==> src/design/pwmie_map.svh <==
// Register offsets, field layouts, reset values and masks for the
// PWM interrupt enable block.
// Assumes a 12-bit APB byte address within the PWM unit's window.
`ifndef PWMIE_MAP_SVH
`define PWMIE_MAP_SVH

// Byte offsets
`define PWMIE_SWBRK_OFS       12'h0dc
`define PWMIE_EVT_EN_OFS      12'h0e0
`define PWMIE_BRK_EN_OFS      12'h0e4
`define PWMIE_EVT_FLAG_OFS    12'h0e8
`define PWMIE_BRK_FLAG_OFS    12'h0ec
`define PWMIE_MODE_OFS        12'h0f0

// Reset values
`define PWMIE_EVT_EN_RST      32'h0000_0000
`define PWMIE_BRK_EN_RST      32'h0000_0000
`define PWMIE_EVT_FLAG_RST    32'h0000_0000
`define PWMIE_BRK_FLAG_RST    32'h0000_0000
`define PWMIE_MODE_RST        32'h0000_0000

// Implemented bits of each register
`define PWMIE_EVT_MASK        32'h3f3f_1515
`define PWMIE_BRK_EN_MASK     32'h0000_0707
`define PWMIE_BRK_FLAG_MASK   32'h0000_3f3f
`define PWMIE_MODE_MASK       32'h0000_0707

// Field positions, event enable / event flag layout
`define PWMIE_CMPD_LSB        24
`define PWMIE_CMPU_LSB        16
`define PWMIE_PERIOD_LSB      8
`define PWMIE_ZERO_LSB        0

// Field positions, brake enable and software brake layout
`define PWMIE_BRK_LVL_LSB     8
`define PWMIE_BRK_EDGE_LSB    0

// Field positions, brake flag layout
`define PWMIE_BFLG_LVL_LSB    8
`define PWMIE_BFLG_EDGE_LSB   0

// Field positions, mode register
`define PWMIE_MODE_COMPL_LSB  0
`define PWMIE_MODE_UPDN_LSB   8

`endif

==> src/design/pwmie_pkg.sv <==
// Types shared by the PWM interrupt enable block.
// Assumes pwmie_map.svh supplies the numeric constants.
package pwmie_pkg;

    typedef logic [31:0] pwmie_word_type;

    // Register selected by an APB address
    typedef enum {
        PWMIE_SEL_NONE,
        PWMIE_SEL_SWBRK,
        PWMIE_SEL_EVT_EN,
        PWMIE_SEL_BRK_EN,
        PWMIE_SEL_EVT_FLAG,
        PWMIE_SEL_BRK_FLAG,
        PWMIE_SEL_MODE
    } pwmie_sel_type;

endpackage

==> src/design/pwmie_top.sv <==
// Interrupt enable, flag and request logic of a six-channel PWM unit.
// Assumes an APB master on CORE_CLK, event strobes one cycle wide from
// the counters and brake detectors, and an external write-protect lock.
`timescale 1ns/1ps
`default_nettype none
`include "pwmie_map.svh"

module pwmie_top (
    input  wire logic        CORE_CLK,         // Peripheral clock
    input  wire logic        NRST,             // Async reset, active low
    input  wire logic        CLK_EN,           // Freezes all state when low
    input  wire logic        PSEL,             // APB select
    input  wire logic        PENABLE,          // APB access phase
    input  wire logic        PWRITE,           // APB direction
    input  wire logic [11:0] PADDR,            // APB byte address
    input  wire logic [31:0] PWDATA,           // APB write data
    output logic      [31:0] PRDATA,           // APB read data
    output logic             PREADY,           // APB ready
    output logic             PSLVERR,          // APB error, unmapped
    input  wire logic        WP_OPEN,          // Write-protect lock open
    input  wire logic [5:0]  CMP_DOWN_HIT,     // Down-count compare match
    input  wire logic [5:0]  CMP_UP_HIT,       // Up-count compare match
    input  wire logic [2:0]  PERIOD_HIT,       // Period match, ch 4/2/0
    input  wire logic [2:0]  CENTER_HIT,       // Center point, ch 4/2/0
    input  wire logic [2:0]  ZERO_HIT,         // Zero match, ch 4/2/0
    input  wire logic [2:0]  LEVEL_BRAKE_HIT,  // Level brake, per pair
    input  wire logic [2:0]  EDGE_BRAKE_HIT,   // Edge brake, per pair
    output logic      [2:0]  LEVEL_BRAKE_SW,   // Forced level brake pulse
    output logic      [2:0]  EDGE_BRAKE_SW,    // Forced edge brake pulse
    output logic             IRQ               // Interrupt request
);

    ////////////////////////////////////////////////////////////////////////
    // Helper functions

    // Address to register select
    function automatic pwmie_pkg::pwmie_sel_type decode(
        input logic [11:0] addr
    );
        pwmie_pkg::pwmie_sel_type sel;
        begin
            case (addr)
                `PWMIE_SWBRK_OFS:    sel = pwmie_pkg::PWMIE_SEL_SWBRK;
                `PWMIE_EVT_EN_OFS:   sel = pwmie_pkg::PWMIE_SEL_EVT_EN;
                `PWMIE_BRK_EN_OFS:   sel = pwmie_pkg::PWMIE_SEL_BRK_EN;
                `PWMIE_EVT_FLAG_OFS: sel = pwmie_pkg::PWMIE_SEL_EVT_FLAG;
                `PWMIE_BRK_FLAG_OFS: sel = pwmie_pkg::PWMIE_SEL_BRK_FLAG;
                `PWMIE_MODE_OFS:     sel = pwmie_pkg::PWMIE_SEL_MODE;
                default:             sel = pwmie_pkg::PWMIE_SEL_NONE;
            endcase
            return sel;
        end
    endfunction

    // Spread three even-channel bits onto positions 4, 2, 0
    function automatic logic [4:0] spread3(input logic [2:0] x);
        begin
            return {x[2], 1'b0, x[1], 1'b0, x[0]};
        end
    endfunction

    // Copy a per-pair bit onto both channels of the pair
    function automatic logic [5:0] pair2ch(input logic [2:0] x);
        begin
            return {x[2], x[2], x[1], x[1], x[0], x[0]};
        end
    endfunction

    // Sticky flag next value: a write-one clear, then hardware sets on top
    function automatic logic [31:0] w1c_update(
        input logic [31:0] flags,
        input logic        clr_en,
        input logic [31:0] clr,
        input logic [31:0] set,
        input logic [31:0] mask
    );
        logic [31:0] nxt;
        begin
            nxt = flags;
            if (clr_en)
                nxt = nxt & ~clr;
            return (nxt | set) & mask;
        end
    endfunction

    // Enable read-back: odd zero-point positions of complementary pairs
    // read 0 whatever was stored there
    function automatic logic [31:0] evt_en_view(
        input logic [31:0] en,
        input logic [2:0]  compl
    );
        logic [31:0] mask;
        begin
            mask    = 32'hffff_ffff;
            mask[5] = ~compl[2];
            mask[3] = ~compl[1];
            mask[1] = ~compl[0];
            return en & mask;
        end
    endfunction

    ////////////////////////////////////////////////////////////////////////
    // APB access decode

    pwmie_pkg::pwmie_sel_type sel;
    logic                     setup_rd;
    logic                     acc_wr;
    logic                     wr_swbrk;
    logic                     wr_evt_en;
    logic                     wr_brk_en;
    logic                     wr_evt_flag;
    logic                     wr_brk_flag;
    logic                     wr_mode;

    assign sel      = decode(PADDR);
    assign PREADY   = CLK_EN;
    assign PSLVERR  = PSEL && PENABLE &&
                      (sel == pwmie_pkg::PWMIE_SEL_NONE);
    assign setup_rd = PSEL && !PENABLE && !PWRITE;
    assign acc_wr   = PSEL && PENABLE && PWRITE;

    assign wr_swbrk    = acc_wr && (sel == pwmie_pkg::PWMIE_SEL_SWBRK);
    assign wr_evt_en   = acc_wr && (sel == pwmie_pkg::PWMIE_SEL_EVT_EN);
    assign wr_brk_en   = acc_wr && (sel == pwmie_pkg::PWMIE_SEL_BRK_EN);
    assign wr_evt_flag = acc_wr && (sel == pwmie_pkg::PWMIE_SEL_EVT_FLAG);
    assign wr_brk_flag = acc_wr && (sel == pwmie_pkg::PWMIE_SEL_BRK_FLAG);
    assign wr_mode     = acc_wr && (sel == pwmie_pkg::PWMIE_SEL_MODE);

    ////////////////////////////////////////////////////////////////////////
    // Registers

    pwmie_pkg::pwmie_word_type evt_en_q;
    pwmie_pkg::pwmie_word_type brk_en_q;
    pwmie_pkg::pwmie_word_type evt_flag_q;
    pwmie_pkg::pwmie_word_type evt_flag_d;
    pwmie_pkg::pwmie_word_type brk_flag_q;
    pwmie_pkg::pwmie_word_type brk_flag_d;
    pwmie_pkg::pwmie_word_type mode_q;
    logic [31:0]               prdata_q;
    logic [2:0]                lvl_sw_q;
    logic [2:0]                edge_sw_q;
    logic                      irq_q;

    logic [2:0]                compl_mode;
    logic [2:0]                updown_mode;
    logic [2:0]                lvl_trig;
    logic [2:0]                edge_trig;

    assign compl_mode  = mode_q[`PWMIE_MODE_COMPL_LSB +: 3];
    assign updown_mode = mode_q[`PWMIE_MODE_UPDN_LSB +: 3];

    // Event enables: compare-down, compare-up, period, zero
    // all four event enable fields, written in one access
    always_ff @(posedge CORE_CLK or negedge NRST)
    begin
        if (!NRST)
            evt_en_q <= `PWMIE_EVT_EN_RST;
        else if (CLK_EN && wr_evt_en)
            evt_en_q <= PWDATA & `PWMIE_EVT_MASK;
    end

    always_ff @(posedge CORE_CLK or negedge NRST)
    begin
        if (!NRST)
            brk_en_q <= `PWMIE_BRK_EN_RST;
        else if (CLK_EN && wr_brk_en && WP_OPEN)
            brk_en_q <= PWDATA & `PWMIE_BRK_EN_MASK;
    end

    // Complementary and up-down mode control
    always_ff @(posedge CORE_CLK or negedge NRST)
    begin
        if (!NRST)
            mode_q <= `PWMIE_MODE_RST;
        else if (CLK_EN && wr_mode)
            mode_q <= PWDATA & `PWMIE_MODE_MASK;
    end

    ////////////////////////////////////////////////////////////////////////
    // Software brake triggers

    always_comb
    begin
        lvl_trig  = 3'h0;
        edge_trig = 3'h0;
        if (wr_swbrk && WP_OPEN)
        begin
            lvl_trig  = PWDATA[`PWMIE_BRK_LVL_LSB +: 3];
            edge_trig = PWDATA[`PWMIE_BRK_EDGE_LSB +: 3];
        end
    end

    always_ff @(posedge CORE_CLK or negedge NRST)
    begin
        if (!NRST)
            lvl_sw_q <= 3'h0;
        else if (CLK_EN)
            lvl_sw_q <= lvl_trig;
    end

    // Forced edge brake pulse
    always_ff @(posedge CORE_CLK or negedge NRST)
    begin
        if (!NRST)
            edge_sw_q <= 3'h0;
        else if (CLK_EN)
            edge_sw_q <= edge_trig;
    end

    assign LEVEL_BRAKE_SW = lvl_sw_q;
    assign EDGE_BRAKE_SW  = edge_sw_q;

    ////////////////////////////////////////////////////////////////////////
    // Event flags, set wins over a write-one clear

    logic [2:0]  period_evt;
    logic [31:0] evt_set;
    logic [31:0] brk_set;

    assign period_evt = (updown_mode & CENTER_HIT) |
                        (~updown_mode & PERIOD_HIT);

    assign evt_set = {2'h0, CMP_DOWN_HIT, 2'h0, CMP_UP_HIT,
                      3'h0, spread3(period_evt),
                      3'h0, spread3(ZERO_HIT)};

    assign brk_set = {18'h0, pair2ch(LEVEL_BRAKE_HIT | lvl_trig),
                      2'h0, pair2ch(EDGE_BRAKE_HIT | edge_trig)};

    // Event flags: clear first, then set, so a set wins
    always_comb
    begin
        evt_flag_d = w1c_update(evt_flag_q, wr_evt_flag, PWDATA, evt_set,
                                `PWMIE_EVT_MASK);
    end

    // Brake flags: same order, pair events land on both channels
    always_comb
    begin
        brk_flag_d = w1c_update(brk_flag_q, wr_brk_flag, PWDATA, brk_set,
                                `PWMIE_BRK_FLAG_MASK);
    end

    always_ff @(posedge CORE_CLK or negedge NRST)
    begin
        if (!NRST)
            evt_flag_q <= `PWMIE_EVT_FLAG_RST;
        else if (CLK_EN)
            evt_flag_q <= evt_flag_d;
    end

    always_ff @(posedge CORE_CLK or negedge NRST)
    begin
        if (!NRST)
            brk_flag_q <= `PWMIE_BRK_FLAG_RST;
        else if (CLK_EN)
            brk_flag_q <= brk_flag_d;
    end

    ////////////////////////////////////////////////////////////////////////
    // Interrupt request

    logic [31:0] evt_gate;
    logic [31:0] brk_gate;
    logic        irq_d;

    // odd cmp-up bit is 2nd
    // In complementary mode flag and enable 2p+1 act as a second compare
    // of channel 2p, so each odd bit keeps gating its own flag bit.
    assign evt_gate = evt_en_q & `PWMIE_EVT_MASK;

    assign brk_gate = {18'h0, pair2ch(brk_en_q[`PWMIE_BRK_LVL_LSB +: 3]),
                       2'h0, pair2ch(brk_en_q[`PWMIE_BRK_EDGE_LSB +: 3])};

    // any enabled flag, taken from the next flag values so the
    // request moves at the same edge as the flags
    assign irq_d = |(evt_flag_d & evt_gate) | |(brk_flag_d & brk_gate);

    always_ff @(posedge CORE_CLK or negedge NRST)
    begin
        if (!NRST)
            irq_q <= 1'b0;
        else if (CLK_EN)
            irq_q <= irq_d;
    end

    assign IRQ = irq_q;

    ////////////////////////////////////////////////////////////////////////
    // Read data, captured in the setup cycle

    logic [31:0] rd_mux;

    always_comb
    begin
        case (sel)
            pwmie_pkg::PWMIE_SEL_EVT_EN:
                rd_mux = evt_en_view(evt_en_q, compl_mode);
            pwmie_pkg::PWMIE_SEL_BRK_EN:   rd_mux = brk_en_q;
            pwmie_pkg::PWMIE_SEL_EVT_FLAG: rd_mux = evt_flag_q;
            pwmie_pkg::PWMIE_SEL_BRK_FLAG: rd_mux = brk_flag_q;
            pwmie_pkg::PWMIE_SEL_MODE:     rd_mux = mode_q;
            default:                       rd_mux = 32'h0000_0000;
        endcase
    end

    always_ff @(posedge CORE_CLK or negedge NRST)
    begin
        if (!NRST)
            prdata_q <= 32'h0000_0000;
        else if (CLK_EN && setup_rd)
            prdata_q <= rd_mux;
    end

    assign PRDATA = prdata_q;

endmodule

`default_nettype wire

==> config.mk <==
export PLATFORM = sky130hd
export DESIGN_NAME = pwmie_top
export DESIGN_NICKNAME = d
export VERILOG_FILES = /design/src/design/pwmie_pkg.sv /design/src/design/pwmie_top.sv
export VERILOG_INCLUDE_DIRS = /design/src /design/src/design
export SDC_FILE = /design/constraint.sdc
export NUM_CORES = 1
export LEC_CHECK = 0
export BUFFER_PORTS_ARGS = -buffer_cell sky130_fd_sc_hd__buf_4
export CAP_MARGIN = 10
export CORE_MARGIN = 2
export CORE_UTILIZATION = 30
export CTS_BUF_LIST = sky130_fd_sc_hd__clkbuf_8 sky130_fd_sc_hd__clkbuf_16
export CTS_CLUSTER_DIAMETER = 40
export DETAILED_ROUTE_END_ITERATION = 12
export GPL_TIMING_DRIVEN = 0
export SETUP_SLACK_MARGIN = 0.3
export SLEW_MARGIN = 20
export SYNTH_ARGS = -nofsm -noshare
export SYNTH_HDL_FRONTEND = slang
export SYNTH_SLANG_ARGS = --single-unit
==> constraint.sdc <==
create_clock -name CORE_CLK -period 1.5 [get_ports CORE_CLK]
set_input_delay 0.075 -clock CORE_CLK [delete_from_list [all_inputs] [get_ports CORE_CLK]]
set_output_delay 0.075 -clock CORE_CLK [all_outputs]
set_load 0.02 [all_outputs]
==> flow_summary_export.csv <==
group,metric,value,unit
status,status,"complete, but fails checks",
status,violations,"setup timing",
synthesis,netlist_area,0.00451,sq mm
job,cap_viol_max_count,0,
synthesis,synth_top_family_by_area,"compound AO/OA/AOI/OAI gates",
final_layout,mostFrequentLayoutCell,"buf_4",
sta,maxClockFrequency,0.453,GHz
grt,grt_max_degree,92,
setup_path,startpoint_type,"primary input",
placement,place_area,0.00554,sq mm
pwr,p_sw_share,23.1,%
cts,cts_tree,"built",
grt,grt.busiest_layer,"met2",
sta,setup_tns,-37520,ps
floorplan,fp.coreArea,0.0146,sq mm
sta,final-hold-violation-count,0,
synthesis,syn_area_per_cell,10.3,sq um
pwr,clkPwrFrac,43.7,%
sta,setup_viol,86,
grt,met3_usage,3.50,%
cts,clkLatencyLatePin,340,ps
pwr,p_leak,0.00316,uW
sta,fin_skew,8.25,ps
synthesis,synthCells,436,
drt,wire_per_inst,19.3,um
pwr,power,5190,uW
grt,grt-ovfl-total,0,
grt,grt_pass1_vias,4358,
cts,numClockSinks,91,
grt,met2_usage,29.9,%
placement,port_buffers,96,
setup_path,slowest_delay,540,ps
final_layout,nNetsFinal,707,
floorplan,die_h,127,um
cts,h-tree-depth,3,
synthesis,yosys_warnings,0,
final_layout,area_growth_syn_to_layout,58.6,%
min_path,hp-class,"in -> reg",
placement,dp_hpwl,10.0,mm
sta,grt_setup_unrepaired,"true",
drt,routed_wl,15.8,mm
drt,first_pass_iters,5,
synthesis,seq_area_frac_synth,50.5,%
synthesis,synthDistinctLibCells,42,
synthesis,synth-seq-cells,91,
setup_path,path_cells,"buf_6, or4_4, or2_4, or3b_4, buf_6, nor3_4, and2_4, buf_12, buf_12, mux2_4",
synthesis,synth_fa_ha_area_share,0,%
grt,grt_use_met1,25.4,%
synthesis,synth_compound_area_share,22.3,%
setup_path,cp_slowest_cell,"or4_4",
final_layout,final_cell_mix,"118 x buf_4, 91 x dfrtp_1, 64 x nand2_1",
placement,routabilityCongestion,0.860,
setup_path,crit_type,"in -> reg",
pwr,combPwrFrac,9.1,%
sta,slew_headroom,43.6,%
grt,grt_pass1_wl,23.5,mm
floorplan,rows,44,
final_layout,drive_gt1_share,44.8,%
cts,clkTransAtPathRegs,60,ps
grt,antenna_found_initial,0,
final_layout,postLayoutCellArea,0.00715,sq mm
sta,slew_viol_final,0,
synthesis,synth.area.mux_share,8.74,%
drt,drt_iter0_markers,352,
sta,finalWorstSetupSlack,-706,ps
synthesis,synthArstFlopShare,100,%
drt,vias_per_cell,5.33,
synthesis,synth_simple_gate_area_share,13.8,%
pwr,power.density,726,mW/mm^2
cts,clock-root-buffer,"clkbuf_16",
setup_path,crit_path_max_fanout,5,
drt,drc,0,
floorplan,initial_core_util,30.9,%
grt,grt_usage,18.5,%
cts,numCtsBuffers,9,
pwr,irDropWorstVdd,0.525,mV
sta,min_period,2210,ps
drt,num_vias,4364,
cts,cts_max_path_buffers,2,
floorplan,die-area,0.0160,sq mm
synthesis,synth_xor_area_share,0,%
sta,post-route-period-util,147,%
final_layout,antennaDiodeCount,0,
pwr,switchingPower,1200,uW
drt,ant_nets,0,
setup_path,crit_arrival,2420,ps
final_layout,fillCellCount,1295,
synthesis,synth_edf_count,0,
sta,tightest_slew,846,ps
pwr,internal_power,4000,uW
setup_path,worstPathRequired,1720,ps
floorplan,die_x,127,um
synthesis,synthFlopType,"dfrtp_1",
pwr,seq_power_share,47.3,%
setup_path,critPathCaptureType,"flip-flop",
floorplan,ios,119,
[critical path: cells and delay by family]
family                 cells  cell delay, ps
and+or+nand+nor            5            1580
buffers and inverters      4             470
muxes                      1             300
[registers in the layout, summed over array words and instances (netlist names)]
signal          flops
PRDATA             24
evt_en_q           18
evt_flag_q         18
brk_flag_q         12
brk_en_q            6
mode_q              6
EDGE_BRAKE_SW       3
LEVEL_BRAKE_SW      3
IRQ                 1
[Yosys cell counts (all sizes together) (5+ instances only)]
library cell	number	area, sq um
a21oi	13	65.1
and2	8	52.6
nor4	6	58.8
a21boi	13	97.6
a21o	17	128
a22o	17	149
nand4	5	31.3
mux2	35	394
inv	6	22.5
o21a	6	45.0
clkbuf	18	67.6
buf	16	118
dfrtp	91	2280
o21ai	41	205
a22oi	19	143
nor2	6	22.5
a222oi	10	100
nand3	5	25.0
nand2	80	300
a31oi	6	37.5
[worst paths after layout]
kind,end,slack [ps],depth (start not counted),start
worst max-delay path,evt_en_q[10]$_DFFE_PN0P_,-710,10,PADDR[10]
worst min-delay path,evt_en_q[12]$_DFFE_PN0P_,10,2,PWDATA[12]
worst max register to register,IRQ$_DFFE_PN0P_,-210,5,mode_q[9]$_DFFE_PN0P_
worst min register to register,PRDATA[8]$_DFFE_PN0P_,480,1,PRDATA[8]$_DFFE_PN0P_
max in group asynchronous,evt_flag_q[19]$_DFFE_PN0P_,550,2,NRST
min in group asynchronous,brk_flag_q[3]$_DFFE_PN0P_,380,2,NRST
[per-stage QoR]
step                      setup WS (ps)  utilization, %  instances  hold WS [ps]
after global routing               -720            49.0        818          16.7
after CTS                          -665            44.6        789          10.8
final                              -706            49.0        818          13.0
after global placement            -1720            37.9        723           311
after floorplan                    -946               -        443          -221
after detailed placement          -1510            38.0        723           225
[timing repair]
action / 4_1_cts / 5_1_grt
gates resized for setup: 54 / 110
setup buffers: 22 / 25
hold endpoints to repair: 117 / 0
pin swaps: 13 / 19
hold buffers: 27 / 0
endpoints found under the setup margin: 92 / 92
cloned: 1 / 4
[final cells by class]
| cell class | instances | area, sq um | area share (%) |
|---|---|---|---|
| plain buffers | 34 | 265 | 3.71 |
| multi-input cells | 312 | 2450 | 34.2 |
| inverters | 6 | 22.5 | 0.315 |
| well taps | 184 | 230 | 3.22 |
| repair buffers | 175 | 1620 | 22.6 |
| flip-flops and latches | 91 | 2280 | 31.8 |
| clock inverters | 6 | 57.6 | 0.805 |
| clock buffers | 10 | 239 | 3.34 |
[cell families after synthesis]
kind of cell,Yosys count
compound gates,146
simple gates,123
flops,91
buf+inv,40
mux,35
other cells,1
[power by group through the flow]
stage          combinational [uW]  clock (uW)  sequential, uW
6_report                      472        2270            2450
5_1_grt                       507        2380            2450
4_1_cts                       448        2290            2450
3_5_place_dp                  374           0            2500
3_3_place_gp                  366           0            2500
2_1_floorplan                 117           0            2500
[metal layers]
layer	vias up	wire (um)
met5	-	0
met4	0	288
met3	19	846
met2	168	7780
met1	2197	6840
li1	1980	-
Power figures use the tool's default switching activity.
